===== src/rtl/uecs_defs.vh =====
`ifndef UECS_DEFS_VH
`define UECS_DEFS_VH

// event codes
`define UECS_EV_PRIO_UPDATE 8'h31
`define UECS_EV_DRAM_RETRY 8'h32
`define UECS_EV_FRC_ACK 8'h33
`define UECS_EV_SLEEP 8'h34

// unit mask bit positions
`define UECS_UM_CH0 0
`define UECS_UM_CH1 1
`define UECS_UM_CH2 2
`define UECS_UM_HUB 0
`define UECS_UM_REMOTE 1
`define UECS_UM_LOCAL 2
`define UECS_UM_HUB_CLASH 3
`define UECS_UM_REMOTE_CLASH 4
`define UECS_UM_LOCAL_CLASH 5

// all-sources masks
`define UECS_UM_ANY3 8'h07

// widths and reset values
`define UECS_CNT_W 48
`define UECS_CNT_RST 48'h000000000000
`define UECS_SUB_W 8

`endif


===== src/rtl/uecs_sleep_gate.v =====
`include "uecs_defs.vh"

// per-request sleep flags: a sleeping request may not be scheduled to the memory controller
module uecs_sleep_gate (
	input wire mclk, // core clock
	input wire rst_n, // async reset, active low
	input wire [7:0] slot_sleep_set, // put slot to sleep (pulse per slot)
	input wire [7:0] slot_wake, // release slot (pulse per slot)
	input wire [7:0] slot_sched_req, // slot asks to be scheduled
	output wire [7:0] slot_sched_ok, // slot scheduling granted
	output wire [7:0] slot_asleep_q // current sleep flags
);
	genvar i;
	generate
		for (i = 0; i < 8; i = i + 1) begin : g_slot
			reg asleep_q;
			// set wins over a wake in the same cycle
			always @(posedge mclk or negedge rst_n) begin
				if (!rst_n) begin
					asleep_q <= 1'h0;
				end else if (slot_sleep_set[i]) begin
					asleep_q <= 1'h1;
				end else if (slot_wake[i]) begin
					asleep_q <= 1'h0;
				end
			end
			assign slot_asleep_q[i] = asleep_q;
			// a slot entering sleep this cycle is already barred
			assign slot_sched_ok[i] = slot_sched_req[i] & ~asleep_q & ~slot_sleep_set[i];
		end
	endgenerate
endmodule


===== src/rtl/uecs_top.v =====
// Notes on behaviour
// - code 31h with mask 07h counts priority updates sent to any of the three channels.
// - a high or critical isochronous request that matches an already issued normal request on channel 0, 1 or 2 raises a priority update.
// - code 32h counts dram retries with mask bits 01h, 02h, 04h for channels 0, 1 and 2.
// - code 32h with mask 07h counts dram retries from any channel.
// - retries only occur in reliability mode, so retry events are gated off otherwise.
// - code 33h counts forced ack conflict messages to hub 01h, remote home 02h, local home 04h, all 07h.
// - code 34h counts ordering sleeps from hub 01h, remote 02h and local 04h sources.
// - code 34h counts address clash sleeps from hub 08h, remote 10h and local 20h sources.
// - a sleeping request is never scheduled to the memory controller.
`include "uecs_defs.vh"

module uecs_top (
	input wire mclk, // core clock, 125 mhz
	input wire rst_n, // async reset, active low
	input wire [7:0] evt_code, // selected event code
	input wire [7:0] unit_mask, // selected unit mask
	input wire cnt_enable, // counting enabled
	input wire cnt_clear, // clear counter (pulse)
	input wire reliability_mode, // dram controller in reliability mode
	input wire isochronous_request, // high or critical isochronous request arrives
	input wire normal_match_issued, // matching normal request already issued
	input wire [1:0] match_channel, // channel of the matching request
	input wire [2:0] dram_retry_ch, // raw retry per channel
	input wire [2:0] forced_ack_conflict, // forced ack conflict sent: hub, remote, local
	input wire [2:0] sleep_order, // ordering sleep: hub, remote, local
	input wire [2:0] sleep_clash, // address clash sleep: hub, remote, local
	input wire [7:0] slot_sleep_set, // per slot sleep entry
	input wire [7:0] slot_wake, // per slot wake
	input wire [7:0] slot_sched_req, // per slot schedule request
	output wire [7:0] slot_sched_ok, // per slot schedule grant
	output wire [7:0] slot_asleep, // per slot sleep state
	output reg [2:0] priority_update_q, // priority update sent per channel
	output reg [`UECS_CNT_W-1:0] event_count_q, // event counter
	output reg count_pulse_q // counter incremented last cycle
);
	reg [`UECS_SUB_W-1:0] sub_d;
	reg [`UECS_SUB_W-1:0] sub_prio;
	reg [`UECS_SUB_W-1:0] sub_retry;
	reg [`UECS_SUB_W-1:0] sub_ack;
	reg [`UECS_SUB_W-1:0] sub_sleep;
	reg [2:0] chan_sel_d;
	reg sel_prio_d;
	reg sel_retry_d;
	reg sel_ack_d;
	reg sel_sleep_d;
	reg hit_d;
	reg pulse_d;
	reg [`UECS_CNT_W-1:0] count_d;
	wire upd_cause;
	wire [2:0] upd_d;
	wire [2:0] retry_gated;
	wire [`UECS_SUB_W-1:0] masked;
	genvar g;

	// an update needs the urgent request and an already issued normal twin
	assign upd_cause = isochronous_request & normal_match_issued;

	// channel of the twin request; the fourth code names no channel
	always @* begin
		chan_sel_d = 3'h0;
		case (match_channel)
			2'h0: begin
				chan_sel_d = 3'h1;
			end
			2'h1: begin
				chan_sel_d = 3'h2;
			end
			2'h2: begin
				chan_sel_d = 3'h4;
			end
			default: begin
				chan_sel_d = 3'h0;
			end
		endcase
	end

	generate
		for (g = 0; g < 3; g = g + 1) begin : g_upd
			assign upd_d[g] = upd_cause & chan_sel_d[g];
		end
	endgenerate

	// the update leaves one cycle after its cause, so code 31h counts one edge later
	always @(posedge mclk or negedge rst_n) begin
		if (!rst_n) begin
			priority_update_q <= 3'h0;
		end else begin
			priority_update_q <= upd_d;
		end
	end

	// retries only exist in reliability mode; anything else is noise
	generate
		for (g = 0; g < 3; g = g + 1) begin : g_retry
			assign retry_gated[g] = dram_retry_ch[g] & reliability_mode;
		end
	endgenerate

	// event code decode, one select per family
	always @* begin
		sel_prio_d = 1'h0;
		sel_retry_d = 1'h0;
		sel_ack_d = 1'h0;
		sel_sleep_d = 1'h0;
		case (evt_code)
			`UECS_EV_PRIO_UPDATE: begin
				sel_prio_d = 1'h1;
			end
			`UECS_EV_DRAM_RETRY: begin
				sel_retry_d = 1'h1;
			end
			`UECS_EV_FRC_ACK: begin
				sel_ack_d = 1'h1;
			end
			`UECS_EV_SLEEP: begin
				sel_sleep_d = 1'h1;
			end
			default: begin
				sel_prio_d = 1'h0;
			end
		endcase
	end

	// priority updates by channel
	always @* begin
		sub_prio = 8'h00;
		sub_prio[`UECS_UM_CH0] = priority_update_q[0];
		sub_prio[`UECS_UM_CH1] = priority_update_q[1];
		sub_prio[`UECS_UM_CH2] = priority_update_q[2];
	end

	// retries by channel, already gated by reliability mode
	always @* begin
		sub_retry = 8'h00;
		sub_retry[`UECS_UM_CH0] = retry_gated[0];
		sub_retry[`UECS_UM_CH1] = retry_gated[1];
		sub_retry[`UECS_UM_CH2] = retry_gated[2];
	end

	// forced ack conflicts by destination
	always @* begin
		sub_ack = 8'h00;
		sub_ack[`UECS_UM_HUB] = forced_ack_conflict[0];
		sub_ack[`UECS_UM_REMOTE] = forced_ack_conflict[1];
		sub_ack[`UECS_UM_LOCAL] = forced_ack_conflict[2];
	end

	// sleeps by source: ordering in bits 0 to 2, address clashes in bits 3 to 5
	always @* begin
		sub_sleep = 8'h00;
		sub_sleep[`UECS_UM_HUB] = sleep_order[0];
		sub_sleep[`UECS_UM_REMOTE] = sleep_order[1];
		sub_sleep[`UECS_UM_LOCAL] = sleep_order[2];
		sub_sleep[`UECS_UM_HUB_CLASH] = sleep_clash[0];
		sub_sleep[`UECS_UM_REMOTE_CLASH] = sleep_clash[1];
		sub_sleep[`UECS_UM_LOCAL_CLASH] = sleep_clash[2];
	end

	// unknown codes select no family and count nothing
	always @* begin
		sub_d = 8'h00;
		case ({sel_sleep_d, sel_ack_d, sel_retry_d, sel_prio_d})
			4'h1: begin
				sub_d = sub_prio;
			end
			4'h2: begin
				sub_d = sub_retry;
			end
			4'h4: begin
				sub_d = sub_ack;
			end
			4'h8: begin
				sub_d = sub_sleep;
			end
			default: begin
				sub_d = 8'h00;
			end
		endcase
	end

	// each sub-event passes only where its mask bit is set
	generate
		for (g = 0; g < `UECS_SUB_W; g = g + 1) begin : g_mask
			assign masked[g] = sub_d[g] & unit_mask[g];
		end
	endgenerate

	// several selected sub-events in one cycle still add only one
	always @* begin
		hit_d = cnt_enable & (|masked);
	end

	// clear wins over an increment that falls in the same cycle
	always @* begin
		count_d = event_count_q;
		pulse_d = 1'h0;
		if (cnt_clear) begin
			count_d = `UECS_CNT_RST;
		end else if (hit_d) begin
			count_d = event_count_q + {{(`UECS_CNT_W-1){1'h0}}, 1'h1};
			pulse_d = 1'h1;
		end
	end

	always @(posedge mclk or negedge rst_n) begin
		if (!rst_n) begin
			event_count_q <= `UECS_CNT_RST;
			count_pulse_q <= 1'h0;
		end else begin
			event_count_q <= count_d;
			count_pulse_q <= pulse_d;
		end
	end

	uecs_sleep_gate u_sleep (
		.mclk(mclk),
		.rst_n(rst_n),
		.slot_sleep_set(slot_sleep_set),
		.slot_wake(slot_wake),
		.slot_sched_req(slot_sched_req),
		.slot_sched_ok(slot_sched_ok),
		.slot_asleep_q(slot_asleep)
	);
endmodule


===== config.mk =====
export PLATFORM = sky130hd
export DESIGN_NAME = uecs_top
export DESIGN_NICKNAME = d
export VERILOG_FILES = /design/src/rtl/uecs_sleep_gate.v /design/src/rtl/uecs_top.v
export VERILOG_INCLUDE_DIRS = /design/src /design/src/rtl
export SDC_FILE = /design/constraint.sdc
export NUM_CORES = 1
export LEC_CHECK = 0
export BUFFER_PORTS_ARGS = -buffer_cell sky130_fd_sc_hd__buf_4
export CORE_UTILIZATION = 47
export CTS_CLUSTER_DIAMETER = 30
export DETAILED_ROUTE_END_ITERATION = 10
export PLACE_DENSITY = 0.8
export SLEW_MARGIN = 20
export SYNTH_ARGS = -nofsm -noshare
export SYNTH_HDL_FRONTEND = slang
export SYNTH_SLANG_ARGS = --single-unit

===== constraint.sdc =====
create_clock -name mclk -period 2.05 [get_ports mclk]
set_input_delay 0.5125 -clock mclk [delete_from_list [all_inputs] [get_ports mclk]]
set_output_delay 0.5125 -clock mclk [all_outputs]
set_load 0.05 [all_outputs]

After elaboration in Yosys (flattened, before gate mapping)

Index checks and enable logic that the tools add are counted.

Word-level logic and storage cells: 107
Output and inout port bits: 68
Register bits: 60
Bits of input ports: 61

Bitwise gates (word level): 48
Equality and inequality tests: 10
Reductions and logical operators: 11
$add $sub $neg: 1
Mux-type cells: 26

Operators by type and width:

| kind                                                                   | count |
|---|---|
| 48-bit two-way mux                                                     | 2 |
| 48-bit by 1-bit adder with 48-bit output (second input constant)       | 1 |
| 8-bit by 6-bit equality test with 1-bit output (second input constant) | 4 |
| 1-bit AND                                                              | 30 |
| 6-bit one-hot mux with 4 select lines                                  | 1 |
| 1-bit two-way mux                                                      | 22 |
| 2-bit nonzero test                                                     | 9 |
| 1-bit NOT                                                              | 16 |
| 3-bit one-hot mux with 3 select lines                                  | 1 |
| 8-bit OR reduction                                                     | 1 |
| 4-bit by 1-bit equality test with 1-bit output (second input constant) | 1 |
| 4-bit by 2-bit equality test with 1-bit output (second input constant) | 1 |
| 4-bit by 3-bit equality test with 1-bit output (second input constant) | 1 |
| 4-bit equality test (second input constant)                            | 1 |
| 1-bit AND (first input constant)                                       | 2 |
| 2-bit by 1-bit equality test with 1-bit output (second input constant) | 1 |
| 2-bit equality test (second input constant)                            | 1 |
| 2-bit zero test                                                        | 1 |

Depth between registers and ports, before layout

Word-level depth: 9
Depth in mapped cells: 7
Depth with buffers taken out: 6

Hierarchy

A second synthesis with hierarchy kept.

Cells, all modules: 351
Area, all modules: 3345.7 µm²

By module, submodules not included:

| module          | cells each | instances | sequential area each (µm²) | area an instance (µm²) |
|---|---|---|---|---|
| uecs_top        | 311        | 1         | 1301.2                     | 2895.3 |
| uecs_sleep_gate | 40         | 1         | 200.2                      | 450.4 |

Worst setup path after synthesis

No wires, ideal clock.

Kind: flip-flop to flip-flop
From: register event_count_q[0]
To: register event_count_q[30]
Slack: -336 ps
Arrival time: 2262 ps
Library setup time: 125 ps
Cell stages (with the launch flop): 8
Path buffers: 1
Data required time: 1925 ps
Period minus slack after synthesis: 2386 ps
Cells stage by stage: dfrtp_1 > ha_1 > inv_1 > nor4_4 > buf_4 > inv_1 > a311oi_1 > mux2_2

Longest elaborated chain between the ends: 3

Ends and longest elaborated chain:

| item                                     | line           | RTL |
|---|---|---|
| from (decl)                              | uecs_top.v:34  | `` output reg [`UECS_CNT_W-1:0] event_count_q, `` |
| from (signal assigned)                   | uecs_top.v:208 | `` event_count_q <= `UECS_CNT_RST; `` |
| from (signal assigned)                   | uecs_top.v:211 | `event_count_q <= count_d;` |
| 48-bit by 1-bit adder with 48-bit output | uecs_top.v:201 | `` count_d = event_count_q + {{(`UECS_CNT_W-1){1'h0}}, 1'h1}; `` |
| 48-bit two-way mux                       | uecs_top.v:200 | `end else if (hit_d) begin` |
| 48-bit two-way mux                       | uecs_top.v:198 | `if (cnt_clear) begin` |

No other way between the ends. The select of a mux whose other input is x is not followed.
A chain may end at the register's enable or synchronous reset.

Worst setup path after layout

From: input unit_mask[3]
To: register event_count_q[18]

Longest elaborated chain between the ends: 4

Ends and longest elaborated chain:

| item                                | line           | RTL |
|---|---|---|
| from (decl)                         | uecs_top.v:17  | `input wire [7:0] unit_mask,` |
| 1-bit AND                           | uecs_top.v:185 | `assign masked[g] = sub_d[g] & unit_mask[g];` |
| 8-bit OR reduction                  | uecs_top.v:191 | `hit_d = cnt_enable & (\|masked);` |
| 1-bit AND                           | uecs_top.v:191 |  |
| 2-bit nonzero test (no source line) | -              |  |

No other way between the ends.

==> flow_summary_export.csv <==
group,metric,value,unit
die,die-height,95.0,um
die,rows,33,
logic_synthesis,async_reset_ff_frac,1.00,
setup_path,crit_slowest_cell,"a222oi_1",
setup_path,cp_cell_sequence,"buf_4 > a222oi_1 > nor4b_2 > o31ai_4 > buf_12 > buf_12 > a31oi_1 > mux2_1",
worst_hold_path,holdCritPathClass,"input pin to async pin",
global_routing,grt_pass1_wl,17800,um
power,clkPwrFrac,0.412,
clock_tree,clk_latency,0.35,ns
die,core,8300,sq um
sta,worst_pin_slew,0.401,ns
clock_tree,htreeDepth,3,
setup_path,worst_r2r_path_depth,7,
setup_path,endpoint_kind,"flop",
power,p_per_area,436,nW/um^2
sta,fmax,0.484,GHz
clock_tree,root_buffer,"clkbuf_8",
sta,finalHoldViolations,0,
logic_synthesis,ys_seq_area_frac,0.370,
power,p_comb_frac,0.129,
setup_path,required,2.28,ns
logic_synthesis,synth-main-ff-cell,"dfrtp_1",
clock_tree,cts_sinks,60,
die,die_area,9020,sq um
logic_synthesis,yosysWarnings,0,
sta,fin_crit,2.07,ns
outcome,status,"complete, but fails checks",
clock_tree,cts_tree,"built",
placement,place_inst,675,
sta,setup_ws,-0.0181,ns
placement,portBuffers,126,
drt,routedWlPerCell,16.5,um
logic_synthesis,synth_top_area_share,0.370,
power,power_frac_seq,0.459,
clock_tree,clk_pin_slew,0.08,ns
drt,vias,4145,
die,fp.dieW,95.0,um
drt,wl,11700,um
layout,final_common_cell,"buf_4",
clock_tree,numCtsBuffers,9,
global_routing,grt.overflow.total,0,
layout,fin_util,0.726,
logic_synthesis,synth_edf_count,0,
layout,syn_to_final_growth,48.4,%
logic_synthesis,netlist_instances,435,
drt,first_iter_violations,297,
logic_synthesis,yosysTopAreaCell,"dfrtp_1",
drt,viasPerCell,5.85,
logic_synthesis,synth_area_per_cell,9.34,sq um
logic_synthesis,synthTopCellsByArea,"dfrtp_1, mux2_2, nor2b_1",
layout,fin_nets,660,
layout,drive_gt1_frac,0.509,
sta,setup_tns,-0.0181,ns
sta,setup_violations,1,
power,netSwitchingPower,0.000721,W
placement,placed_cell_area,5580,sq um
setup_path,critical_path_class,"input pin to flop",
sta,maxSlewHeadroom,0.733,
logic_synthesis,syn_nets,497,
setup_path,cp_num_buf_inv,3,
sta,drv_slew,0,
logic_synthesis,yosys_register_bits,60,
global_routing,grt_max_degree,33,
layout,n_antenna_cell,0,
setup_path,critPathLaunchType,"input pin",
power,peakVddDrop,0.358,mV
logic_synthesis,syn_area,4060,sq um
setup_path,path_depth,8,
layout,layout_common_cells,"buf_4, nor2_1, nor2b_1",
drt,firstDrtPassIters,5,
global_routing,grt_busiest_layer,"met2",
drt,drc_errors,0,
global_routing,use_met2,0.424,
sta,whs,0.0845,ns
power,power.internal,0.00191,W
clock_tree,ctsLongestPathBuffers,2,
layout,final_cell_area,6030,sq um
setup_path,arrival,2.30,ns
power,sw_frac_of_total,0.274,
logic_synthesis,synth_cell_type_count,46,
setup_path,path_delay_family,"compound AO/OA/AOI/OAI gates",
sta,finalClockSkew,0.0114,ns
placement,hpwl,8040,um
power,p_leak,2.73,nW
outcome,violations,"negative setup slack",
setup_path,crit_path_max_fanout,10,
global_routing,grt_usage,0.253,
die,initial_core_util,0.489,
global_routing,antenna_found_initial,0,
global_routing,grt_pass1_vias,3850,
sta,rsz0062_at_grt,"true",
drt,final_antenna_net_count,0,
clock_tree,cts_hold_buffers,0,
sta,finalCritPeriodShare,1.01,
global_routing,met3_usage,0.0556,
placement,routabilityCongestion,0.795,
setup_path,cp_common_cell,"buf_12",
layout,stdcell_count,708,
setup_path,cpPeakStageDelay,0.42,ns
run,drv_cap,0,
global_routing,gr-usage-met1,0.314,
die,ios,129,
==> power groups by stage <==
stage          clock network, W  logic (W)  registers, W
3_5_place_dp                  0   0.000338       0.00123
6_report                0.00108   0.000338       0.00121
2_1_floorplan                 0   0.000166       0.00123
3_3_place_gp                  0   0.000327       0.00123
4_1_cts                 0.00110   0.000338       0.00121
5_1_grt                 0.00114   0.000367       0.00121
==> kinds of logic after synthesis <==
logic type / Yosys count / synth area share
and+or+nand+nor: 206 / 0.293
AOI/OAI and AO/OA: 72 / 0.141
DFF: 60 / 0.370
buffers and inverters: 50 / 0.0659
muxes: 46 / 0.128
adders and majority gates: 1 / 0.00308
==> layer usage <==
metal | vias up | wire length (um)
met5 | - | 0
met4 | 0 | 231
met3 | 23 | 818
met2 | 189 | 5870
met1 | 2005 | 4800
li1 | 1928 | -
==> path summary, 6_finish.rpt <==
kind                                                 start                    endpoint  slack (ns)
worst max-delay path                          unit_mask[3]           event_count_q[18]       -0.02
worst min-delay path                                 rst_n           event_count_q[22]        0.08
worst max register to register            event_count_q[5]           event_count_q[18]        0.01
worst min register to register  u_sleep.g_slot[1].asleep_q  u_sleep.g_slot[1].asleep_q        0.53
max in group asynchronous                            rst_n            event_count_q[7]        1.40
min in group mclk                         match_channel[0]        priority_update_q[2]        0.33
==> sequential cells by signal, summed over array words and instances (netlist names) <==
name,cells
u_sleep.g_slot.asleep_q,8
priority_update_q,3
event_count_q,48
count_pulse_q,1
==> repair_timing <==
| action | CTS | global route |
|---|---|---|
| setup endpoints to repair | 10 | 19 |
| gates cloned | 0 | 1 |
| gates resized for setup | 2 | 23 |
| buffers inserted | 2 | 14 |
| pin swaps | 1 | 11 |
==> worst reg2reg max path: cells and delay by family, from the launching register on <==
kind | cells | cell delay [ns]
AND/OR/NAND/NOR | 3 | 0.57
buffers and inverters | 2 | 0.31
AO/OA/AOI/OAI | 1 | 0.25
multiplexers | 1 | 0.37
flip-flops | 1 | 0.43
==> synth_stat cells (4+ instances only) <==
master	count
dfrtp_1	60
nor2_1	53
nor2b_1	44
mux2_2	26
a31oi_1	24
nand3_1	24
nand4_1	24
a311oi_1	20
mux2_1	20
buf_2	13
inv_1	13
nand2_1	13
clkbuf_1	11
nor3b_1	10
buf_4	9
a21o_1	8
nand3b_1	7
a21oi_1	6
and3_1	6
nor3_1	6
buf_6	4
nor4_1	4
==> per-stage QoR <==
step | total power [W] | worst slack (ns)
after floorplan | 0.00140 | -0.170
after global placement | 0.00156 | -0.321
after detailed placement | 0.00157 | -0.384
after CTS | 0.00264 | 0.00311
after global routing | 0.00272 | -0.0492
final | 0.00263 | -0.0181
==> layout make-up <==
type / instances / area (sq um)
multi-input combinational: 325 / 2510
inverter: 13 / 48.8
tap: 105 / 131
timing repair buffer: 189 / 1600
clock buffer: 10 / 128
sequential: 60 / 1540
fill: 608 / 2270
clock inverter: 6 / 63.8
Power figures use the tool's default switching activity.
